===== src/hdl/latch_loader_pkg.sv =====
// Constants shared by the three-wire latch loader.
package latch_loader_pkg;
    localparam int WORD_W = 24;
    localparam logic [1:0] SEL_CONTROL   = 2'h0;
    localparam logic [1:0] SEL_REFERENCE = 2'h1;
    localparam logic [1:0] SEL_FEEDBACK  = 2'h2;
    localparam logic [1:0] SEL_TEST      = 2'h3;
    // Control latch power-down bits and monitor select field positions.
    localparam int PD1_BIT      = 20;
    localparam int PD2_BIT      = 21;
    localparam int MON_SEL_LO   = 5;
    localparam logic [2:0] MON_LOW   = 3'h0;
    localparam logic [2:0] MON_LOCK  = 3'h1;
    localparam logic [2:0] MON_RFDIV = 3'h2;
    localparam logic [2:0] MON_HIGH  = 3'h3;
    localparam logic [2:0] MON_REFDIV = 3'h4;
    localparam logic [23:0] LATCH_RESET = 24'h000000;
endpackage


===== src/hdl/three_wire_latch_loader.sv =====
// Serial shift register, latch loader, power control and monitor mux.
`timescale 1ns/1ps
module three_wire_latch_loader (
    input  wire logic         clk_i,
    input  wire logic         reset_i,
    input  wire logic         serial_clk_i,
    input  wire logic         serial_data_i,
    input  wire logic         load_strobe_i,
    input  wire logic         chip_enable_i,
    input  wire logic         lock_detect_i,
    input  wire logic         rf_div_i,
    input  wire logic         ref_div_i,
    output logic [23:0]       control_latch_o,
    output logic [23:0]       reference_latch_o,
    output logic [23:0]       feedback_latch_o,
    output logic [23:0]       test_latch_o,
    output logic              powered_up_o,
    output logic              pump_output_en_o,
    output logic              monitor_output_o
);
    ////////////////////////////////////////////////////////////////////////
    // Two-flop synchronisers on every pin but reset. The monitor sources take a third
    // stage so the mux reads a value that has had a full cycle to settle.
    logic [4:0] s1_r, s1_nxt, s2_r, s2_nxt;
    logic [4:2] s3_r, s3_nxt;
    logic [4:0] raw;
    assign raw = {ref_div_i, rf_div_i, lock_detect_i,
                  serial_clk_i, serial_data_i};
    // Index 0 data, 1 serial clock; strobe and enable handled below.
    logic [2:1] c1_r, c1_nxt, c2_r, c2_nxt;
    logic       sclk_d_r, sclk_d_nxt, le_d_r, le_d_nxt;
    always_comb begin
        s1_nxt     = raw;
        s2_nxt     = s1_r;
        s3_nxt     = s2_r[4:2];
        c1_nxt     = {chip_enable_i, load_strobe_i};
        c2_nxt     = c1_r;
        sclk_d_nxt = s2_r[1];
        le_d_nxt   = c2_r[1];
    end
    always_ff @(posedge clk_i) begin
        if (reset_i) begin
            s1_r     <= 5'h00;
            s2_r     <= 5'h00;
            s3_r     <= 3'h0;
            c1_r     <= 2'h0;
            c2_r     <= 2'h0;
            sclk_d_r <= 1'b0;
            le_d_r   <= 1'b0;
        end else begin
            s1_r     <= s1_nxt;
            s2_r     <= s2_nxt;
            s3_r     <= s3_nxt;
            c1_r     <= c1_nxt;
            c2_r     <= c2_nxt;
            sclk_d_r <= sclk_d_nxt;
            le_d_r   <= le_d_nxt;
        end
    end
    logic sclk_rise, le_rise;
    assign sclk_rise = s2_r[1] & ~sclk_d_r;
    assign le_rise   = c2_r[1] & ~le_d_r;

    ////////////////////////////////////////////////////////////////////////
    // Shift register and latches. Data is taken with the synchronised clock
    // so both travel the same delay and setup at the pin is preserved.
    logic [23:0] shift_r, shift_nxt;
    logic [23:0] latch_r [4];
    logic [23:0] latch_nxt [4];
    always_comb begin
        shift_nxt = shift_r;
        if (sclk_rise) begin
            shift_nxt = {shift_r[22:0], s2_r[0]};
        end
    end
    always_ff @(posedge clk_i) begin
        if (reset_i) begin
            shift_r <= latch_loader_pkg::LATCH_RESET;
        end else begin
            shift_r <= shift_nxt;
        end
    end
    genvar g;
    generate
        for (g = 0; g < 4; g++) begin : g_latch
            always_comb begin
                latch_nxt[g] = latch_r[g];
                if (le_rise && shift_r[1:0] == 2'(g)) begin
                    latch_nxt[g] = shift_r;
                end
            end
            always_ff @(posedge clk_i) begin
                if (reset_i) begin
                    latch_r[g] <= latch_loader_pkg::LATCH_RESET;
                end else begin
                    latch_r[g] <= latch_nxt[g];
                end
            end
        end
    endgenerate

    ////////////////////////////////////////////////////////////////////////
    // Power and monitor outputs, all registered.
    logic [23:0] ctl;
    logic [2:0]  mon_sel;
    logic        pwr_nxt, mon_nxt, pwr_r, mon_r;
    assign ctl     = latch_r[latch_loader_pkg::SEL_CONTROL];
    assign mon_sel = ctl[latch_loader_pkg::MON_SEL_LO +: 3];
    always_comb begin
        // Either power-down bit set keeps the device down.
        pwr_nxt = c2_r[2] & ~ctl[latch_loader_pkg::PD1_BIT]
                          & ~ctl[latch_loader_pkg::PD2_BIT];
        case (mon_sel)
            latch_loader_pkg::MON_LOCK:   mon_nxt = s3_r[2];
            latch_loader_pkg::MON_RFDIV:  mon_nxt = s3_r[3];
            latch_loader_pkg::MON_HIGH:   mon_nxt = 1'b1;
            latch_loader_pkg::MON_REFDIV: mon_nxt = s3_r[4];
            default:                      mon_nxt = 1'b0;
        endcase
    end
    always_ff @(posedge clk_i) begin
        if (reset_i) begin
            pwr_r   <= 1'b0;
            mon_r   <= 1'b0;
        end else begin
            pwr_r   <= pwr_nxt;
            mon_r   <= mon_nxt;
        end
    end
    assign control_latch_o   = latch_r[0];
    assign reference_latch_o = latch_r[1];
    assign feedback_latch_o  = latch_r[2];
    assign test_latch_o      = latch_r[3];
    assign powered_up_o      = pwr_r;
    assign pump_output_en_o  = pwr_r;
    assign monitor_output_o  = mon_r;

    ////////////////////////////////////////////////////////////////////////
    // Pin to internal edge latency follows from the synchroniser depth.
    a_sclk_latency: assert property (
        @(posedge clk_i) disable iff (reset_i)
        $rose(serial_clk_i) |-> ##[1:3] sclk_rise)
        else $error("serial clock edge not seen in time");
    a_strobe_latency: assert property (
        @(posedge clk_i) disable iff (reset_i)
        $rose(load_strobe_i) |-> ##[1:3] le_rise)
        else $error("load strobe edge not seen in time");
    a_shift_on_edge: assert property (
        @(posedge clk_i) disable iff (reset_i)
        sclk_rise |=> shift_r == {$past(shift_r[22:0]), $past(s2_r[0])})
        else $error("shift register missed a serial clock edge");
    a_shift_holds: assert property (
        @(posedge clk_i) disable iff (reset_i)
        !sclk_rise |=> $stable(shift_r))
        else $error("shift register moved without a clock edge");

    ////////////////////////////////////////////////////////////////////////
    // Latch loading.
    a_load_dest: assert property (
        @(posedge clk_i) disable iff (reset_i)
        le_rise |=> latch_r[$past(shift_r[1:0])] == $past(shift_r))
        else $error("latch not loaded from shift register");
    a_load_sel_ctl: assert property (
        @(posedge clk_i) disable iff (reset_i)
        (le_rise && shift_r[1:0] != latch_loader_pkg::SEL_CONTROL) |=> $stable(latch_r[0]))
        else $error("control latch written with wrong code");
    a_load_sel_ref: assert property (
        @(posedge clk_i) disable iff (reset_i)
        (le_rise && shift_r[1:0] != latch_loader_pkg::SEL_REFERENCE) |=> $stable(latch_r[1]))
        else $error("reference latch written with wrong code");
    a_load_sel_fb: assert property (
        @(posedge clk_i) disable iff (reset_i)
        (le_rise && shift_r[1:0] != latch_loader_pkg::SEL_FEEDBACK) |=> $stable(latch_r[2]))
        else $error("feedback latch written with wrong code");
    a_load_sel_test: assert property (
        @(posedge clk_i) disable iff (reset_i)
        (le_rise && shift_r[1:0] != latch_loader_pkg::SEL_TEST) |=> $stable(latch_r[3]))
        else $error("test latch written with wrong code");
    a_latch_idle: assert property (
        @(posedge clk_i) disable iff (reset_i)
        !le_rise |=> $stable(latch_r[0]) && $stable(latch_r[1])
                     && $stable(latch_r[2]) && $stable(latch_r[3]))
        else $error("latch changed without a load strobe");

    ////////////////////////////////////////////////////////////////////////
    // Power control.
    a_ce_low_down: assert property (
        @(posedge clk_i) disable iff (reset_i)
        !c2_r[2] |=> !pump_output_en_o && !powered_up_o)
        else $error("pump enabled while chip enable low");
    a_ce_fall_down: assert property (
        @(posedge clk_i) disable iff (reset_i)
        $fell(chip_enable_i) |-> ##[1:4] !powered_up_o)
        else $error("device stayed up after chip enable fell");
    a_power_bits: assert property (
        @(posedge clk_i) disable iff (reset_i)
        (c2_r[2] && !ctl[latch_loader_pkg::PD1_BIT]
         && !ctl[latch_loader_pkg::PD2_BIT]) |=> powered_up_o)
        else $error("device failed to power up");
    a_pd_bits_down: assert property (
        @(posedge clk_i) disable iff (reset_i)
        (ctl[latch_loader_pkg::PD1_BIT] || ctl[latch_loader_pkg::PD2_BIT])
        |=> !powered_up_o)
        else $error("device up although a power-down bit is set");

    ////////////////////////////////////////////////////////////////////////
    // Monitor mux.
    a_mon_lock: assert property (
        @(posedge clk_i) disable iff (reset_i)
        mon_sel == latch_loader_pkg::MON_LOCK |=> monitor_output_o == $past(s3_r[2]))
        else $error("monitor output not showing lock detect");
    a_mon_rfdiv: assert property (
        @(posedge clk_i) disable iff (reset_i)
        mon_sel == latch_loader_pkg::MON_RFDIV |=> monitor_output_o == $past(s3_r[3]))
        else $error("monitor output not showing scaled RF");
    a_mon_refdiv: assert property (
        @(posedge clk_i) disable iff (reset_i)
        mon_sel == latch_loader_pkg::MON_REFDIV |=> monitor_output_o == $past(s3_r[4]))
        else $error("monitor output not showing scaled reference");
    a_mon_high: assert property (
        @(posedge clk_i) disable iff (reset_i)
        mon_sel == latch_loader_pkg::MON_HIGH |=> monitor_output_o)
        else $error("monitor output not held high");
    a_mon_low: assert property (
        @(posedge clk_i) disable iff (reset_i)
        (mon_sel == latch_loader_pkg::MON_LOW
         || mon_sel > latch_loader_pkg::MON_REFDIV) |=> !monitor_output_o)
        else $error("monitor output not held low");
endmodule // three_wire_latch_loader

===== config.mk =====
export PLATFORM = sky130hd
export DESIGN_NAME = three_wire_latch_loader
export DESIGN_NICKNAME = d
export VERILOG_FILES = /design/src/hdl/latch_loader_pkg.sv /design/src/hdl/three_wire_latch_loader.sv
export SDC_FILE = /design/constraint.sdc
export NUM_CORES = 1
export LEC_CHECK = 0
export BUFFER_PORTS_ARGS = -buffer_cell sky130_fd_sc_hd__buf_4
export CAP_MARGIN = 30
export CELL_PAD_IN_SITES_DETAIL_PLACEMENT = 1
export CELL_PAD_IN_SITES_GLOBAL_PLACEMENT = 2
export CORE_MARGIN = 3
export CORE_UTILIZATION = 31
export DETAILED_ROUTE_END_ITERATION = 7
export PLACE_DENSITY = 0.87
export SLEW_MARGIN = 15
export SYNTH_ARGS = -nofsm -noshare
export SYNTH_HDL_FRONTEND = slang
export SYNTH_SLANG_ARGS = --single-unit

===== constraint.sdc =====
create_clock -name clk_i -period 1.7 [get_ports clk_i]
set_input_delay 0 -clock clk_i [delete_from_list [all_inputs] [get_ports clk_i]]
set_output_delay 0 -clock clk_i [all_outputs]
set_load 0.02 [all_outputs]

==> impl_metrics.toml, run 1 <==
[hold_path]
whs_endpoint = "s1_r[4]"
holdCritPathClass = "in -> reg"
hp-start = "reset_i"
hold_path_depth = 2

[worst_setup_path]
crit_path_start_kind = "flip-flop"
max_stage_delay_ns = 0.74
worstPathRequired_ns = 1.99
slowest_stage = "or4b_4"
reg2reg_slack_ns = 0.21
r2r_end = "latch_r[0][13]"
worstPathArrival_ns = 1.78
end_kind = "flip-flop"
crit_chain = "or4b_4, nand2_1, a21oi_1"
path_class = "reg -> reg"
crit_fanout = 22
r2r-start = "shift_r[0]"
rr_worst_depth = 3

[clock_tree]
cts_buffer_depth = 2
worstSkewPairLatency_ns = 0.43
cts.clk_slew.worst_paths_ns = 0.06
cts_htree_levels = 4
cts_hold_buffers = 7
cts-root-buf = "clkbuf_16"
post_cts_buffers = 0
cts_tree = "built"
ctsResizeCount = 0
clock_sinks = 141
cts_buffers = 17

[floorplan]
core_sq_um = 14750
initial_core_util_pct = 32.11
rows = 44
dieHeight_um = 129.6
die_x_um = 129.6
io_pins = 108
die_area_sq_um = 16800

[yosys]
synth_area_leader_cell = "dfxtp_1"
synth_top_area_share_pct = 59.57
postSynthCellCount = 568
syn_area_sq_um = 4738
yosysUniqueCellTypes = 19
yosysSeqAreaShare_pct = 59.57
yosys_warnings = 0
syn-num-nets = 577
syn_area_per_cell_sq_um = 8.342
synth.ff_latch_count = 141
synth_area_leaders = "dfxtp_1 (60%), nand2_1 (18%), a21oi_1 (12%), nor2b_1 (2.6%), clkbuf_1 (2.1%)"

[final_layout]
stdcell_count = 869
drive_above_1_share_pct = 22.92
fin_nets = 681
fill_cells = 1742
diodes = 0
mostFrequentLayoutCell = "nand2_1"
final_cell_mix = "nand2_1 (225), dfxtp_1 (141), buf_4 (119)"
area_growth_syn_to_layout_pct = 35.97

[timing]
slew_violations = 0
skew_ns = 0.007017
worst_pin_slew_ns = 0.5387
max_freq_mhz = 669.4
setup_viol = 0
hold_viol = 0
finalWorstSetupSlack_ns = 0.2061
grt_setup_unrepaired = "no"
period_share_pct = 87.88
relSlewSlack_pct = 64.08
holdWs_ns = 0.04009
setup_tns_ns = 0
min_period_ns = 1.494

[global_routing]
grt_max_degree = 51
track_usage_pct = 17.18
grt_pass1_vias = 4303
grt-ovfl-total = 0
antenna_found_initial = 0
grt_pass1_wl_mm = 22.34

[power]
p_total_mw = 7.271
ir_drop_mv = 0.6387
p_per_area_nw_per_um2 = 1129
power_leakage_nw = 2.401

[placed_design]
place.gp.congestion = 0.7555
hpwl_mm = 9.343
dpl_worst_slack_ns = 0.2080
dp.cells = 830
port_buffers = 107

[run_status]
outcome = "complete, no violations"

[detailed_routing]
routed_wl_mm = 14.09
wl_per_cell_um = 16.21
via_per_inst = 4.846
vias = 4211
first_pass_iters = 4
drc = 0
antenna_left = 0
first_iter_violations = 190

[job]
drv_cap = 0
==> cell type report <==
cell class              instances  area, sq um  area share (%)
flip-flops and latches        141         2823           43.81
multi-input cells             383         1757           27.27
repair buffers                129         1023           15.89
clock buffers                  19        442.9           6.875
well taps                     184        230.2           3.574
clock inverters                13        166.4           2.583
==> cell families (layout without fill, tap and decap cells) <==
group | Yosys count | count (layout) | synth area share, %
AOI/OAI and AO/OA | 115 | 115 | 12.23
buffers and inverters | 44 | 161 | 3.988
DFF | 141 | 141 | 59.57
and+or+nand+nor | 268 | 268 | 24.21
==> power by group <==
| part | total (mW) | switching (mW) | internal (mW) |
|---|---|---|---|
| Sequential | 3.33 | 0.00930 | 3.32 |
| Combinational | 0.145 | 0.0924 | 0.0527 |
| Clock | 3.79 | 1.45 | 2.35 |
==> cells in the mapped netlist (all sizes together) <==
library cell,instances
a21oi,113
a221oi,1
and4b,1
buf,17
clkbuf,27
dfxtp,141
nand2,225
nand2b,1
nand4b,1
nand4bb,2
nor2,9
nor2b,20
nor3b,4
nor4b,2
nor4bb,2
o21ai,1
or4b,1
==> how the worst max path moves through the flow <==
stage / endpoint / start
after floorplan: latch_r[0][6] / shift_r[0]
after global placement: latch_r[0][23] / shift_r[0]
after detailed placement: latch_r[0][13] / shift_r[0]
after CTS: latch_r[0][13] / shift_r[0]
after global routing: latch_r[0][18] / shift_r[0]
final: latch_r[0][13] / shift_r[0]
==> worst max-delay path: cells and delay by family (launching register included) <==
kind,cells,cell delay (ns)
AO/OA/AOI/OAI,1,0.07
flip-flops,1,0.43
AND/OR/NAND/NOR,2,0.86
==> metrics by stage <==
| step | utilization [%] | area [sq um] |
|---|---|---|
| 2_1_floorplan | - | 4738 |
| 3_3_place_gp | 39.06 | 5763 |
| 3_5_place_dp | 39.06 | 5763 |
| 4_1_cts | 43.67 | 6442 |
| 5_1_grt | 43.67 | 6442 |
| 6_report | 43.67 | 6442 |
==> metal layers <==
layer | vias to the layer above | global-route usage, % | part of all wire, %
met2 | 92 | 29.48 | 49
met1 | 2060 | 20.91 | 44
met3 | 20 | 4.823 | 4.9
met5 | - | 0 | 0
li1 | 2039 | - | -
met4 | 0 | 5.379 | 1.6
==> registers in the layout, indices dropped and copies added, names as in the netlist <==
signal            count
latch_r              96
shift_r              24
s1_r                  5
s2_r                  5
s3_r                  3
c1_r                  2
c2_r                  2
le_d_r                1
monitor_output_o      1
powered_up_o          1
sclk_d_r              1
Note: power is estimated with default switching activity, not from simulation.
==> inputs of run 2 (changes only) <==
==> constraint.sdc (replaced) <==
create_clock -name clk_i -period 1.6 [get_ports clk_i]
set_input_delay 0 -clock clk_i [delete_from_list [all_inputs] [get_ports clk_i]]
set_output_delay 0 -clock clk_i [all_outputs]
set_load 0.02 [all_outputs]
==> impl_metrics.toml, run 2 (synthesized netlist as in run 1, its figures left out) <==
[worst_setup_path]
crit_chain = "or4b_4, nand2_1, a21oi_1"
path_class = "reg -> reg"
slowest_stage = "or4b_4"
worstPathRequired_ns = 1.89
crit_path_start_kind = "flip-flop"
end_kind = "flip-flop"
max_stage_delay_ns = 0.66
worstPathArrival_ns = 1.77
crit_fanout = 22

[global_routing]
grt-ovfl-total = 0
track_usage_pct = 17.26
grt_pass1_vias = 4408
antenna_found_initial = 0
grt_max_degree = 53
grt_pass1_wl_mm = 22.65

[final_layout]
fin_nets = 683
stdcell_count = 870
drive_above_1_share_pct = 23.18
seq_area_sq_um = 2823
fill_cells = 1755
largest_register = "latch_r"
final_cell_mix = "nand2_1 (225), dfxtp_1 (141), buf_4 (121)"
mostFrequentLayoutCell = "nand2_1"
multi_input_area_sq_um = 1757
diodes = 0
largest_registers = "latch_r: 96 flops, shift_r: 24 flops"
largest_reg_flops = 96
area_growth_syn_to_layout_pct = 35.89

[floorplan]
core_sq_um = 14750
io_pins = 108
die_area_sq_um = 16800
rows = 44
dieHeight_um = 129.6
initial_core_util_pct = 32.11
die_x_um = 129.6

[detailed_routing]
first_pass_iters = 4
first_iter_violations = 198
vias = 4212
drc = 0
wl_per_cell_um = 16.17
via_per_inst = 4.841
antenna_left = 0
routed_wl_mm = 14.07

[timing]
grt_setup_unrepaired = "no"
setup_viol = 0
setup_tns_ns = 0
max_freq_mhz = 679.4
slew_violations = 0
skew_ns = 0.004382
hold_viol = 0
worst_pin_slew_ns = 0.5664
period_share_pct = 91.99
relSlewSlack_pct = 62.24
min_period_ns = 1.472
holdWs_ns = 0.05647

[clock_tree]
ctsResizeCount = 0
cts-root-buf = "clkbuf_16"
cts_htree_levels = 4
cts.clk_slew.worst_paths_ns = 0.06
cts_hold_buffers = 7
post_cts_buffers = 0
worstSkewPairLatency_ns = 0.42
cts_buffers = 17
cts_tree = "built"
cts_buffer_depth = 2
clock_sinks = 141

[job]
drv_cap = 0

[power]
power_leakage_nw = 2.435
p_per_area_nw_per_um2 = 1176
ir_drop_mv = 0.7357

[placed_design]
port_buffers = 107
place.gp.congestion = 0.7634
dp.cells = 832
hpwl_mm = 9.370

[hold_path]
holdCritPathClass = "in -> reg"

[run_status]
outcome = "complete, no violations"
==> run 2: per-stage QoR <==
stage	worst slack, ns	utilization (%)	instance area (sq um)	total power, mW
after floorplan	0.1938	-	4738	3.710
after global placement	0.2001	39.16	5778	3.760
after detailed placement	0.1330	39.16	5778	3.765
after CTS	0.1099	43.64	6439	7.643
after global routing	0.03254	43.64	6439	7.852
final	0.1281	43.64	6439	7.572
==> run 2: routing by layer <==
| metal | vias up | routed length [um] | GRT usage [%] |
|---|---|---|---|
| li1 | 2041 | - | - |
| met1 | 2056 | 6174 | 20.93 |
| met2 | 100 | 7142 | 30.12 |
| met3 | 15 | 574 | 4.081 |
| met4 | 0 | 178 | 5.685 |
| met5 | - | 0 | 0 |
==> run 2: critical path, delay by kind of cell, from the launching register on <==
kind             cells  cell delay, ns
flip-flops           1            0.47
AND/OR/NAND/NOR      2            0.79
AO/OA/AOI/OAI        1            0.09
==> run 2: layout make-up <==
type / count / share of cell area (%)
tap: 184 / 3.576
clock inverter: 6 / 0.8550
multi-input combinational: 383 / 27.28
clock buffer: 25 / 8.317
sequential: 141 / 43.84
timing repair buffer: 131 / 16.13
==> run 2: path summary, 6_finish.rpt <==
path | start | endpoint | slack [ns] | depth (start not counted)
hold reg to reg | s2_r[4] | s3_r[4] | 0.43 | 1
setup reg to reg | c2_r[1] | latch_r[0][9] | 0.13 | 3
setup / recovery | c2_r[1] | latch_r[0][9] | 0.13 | 3
hold / removal | reset_i | c1_r[1] | 0.06 | 2
==> run 2: power breakdown <==
group	switching (mW)	leakage, nW	total [mW]	internal, mW
Combinational	0.101	0.996	0.158	0.0572
Sequential	0.00863	1.14	3.54	3.53
Clock	1.42	0.301	3.87	2.45
Total	1.53	2.43	7.57	6.04
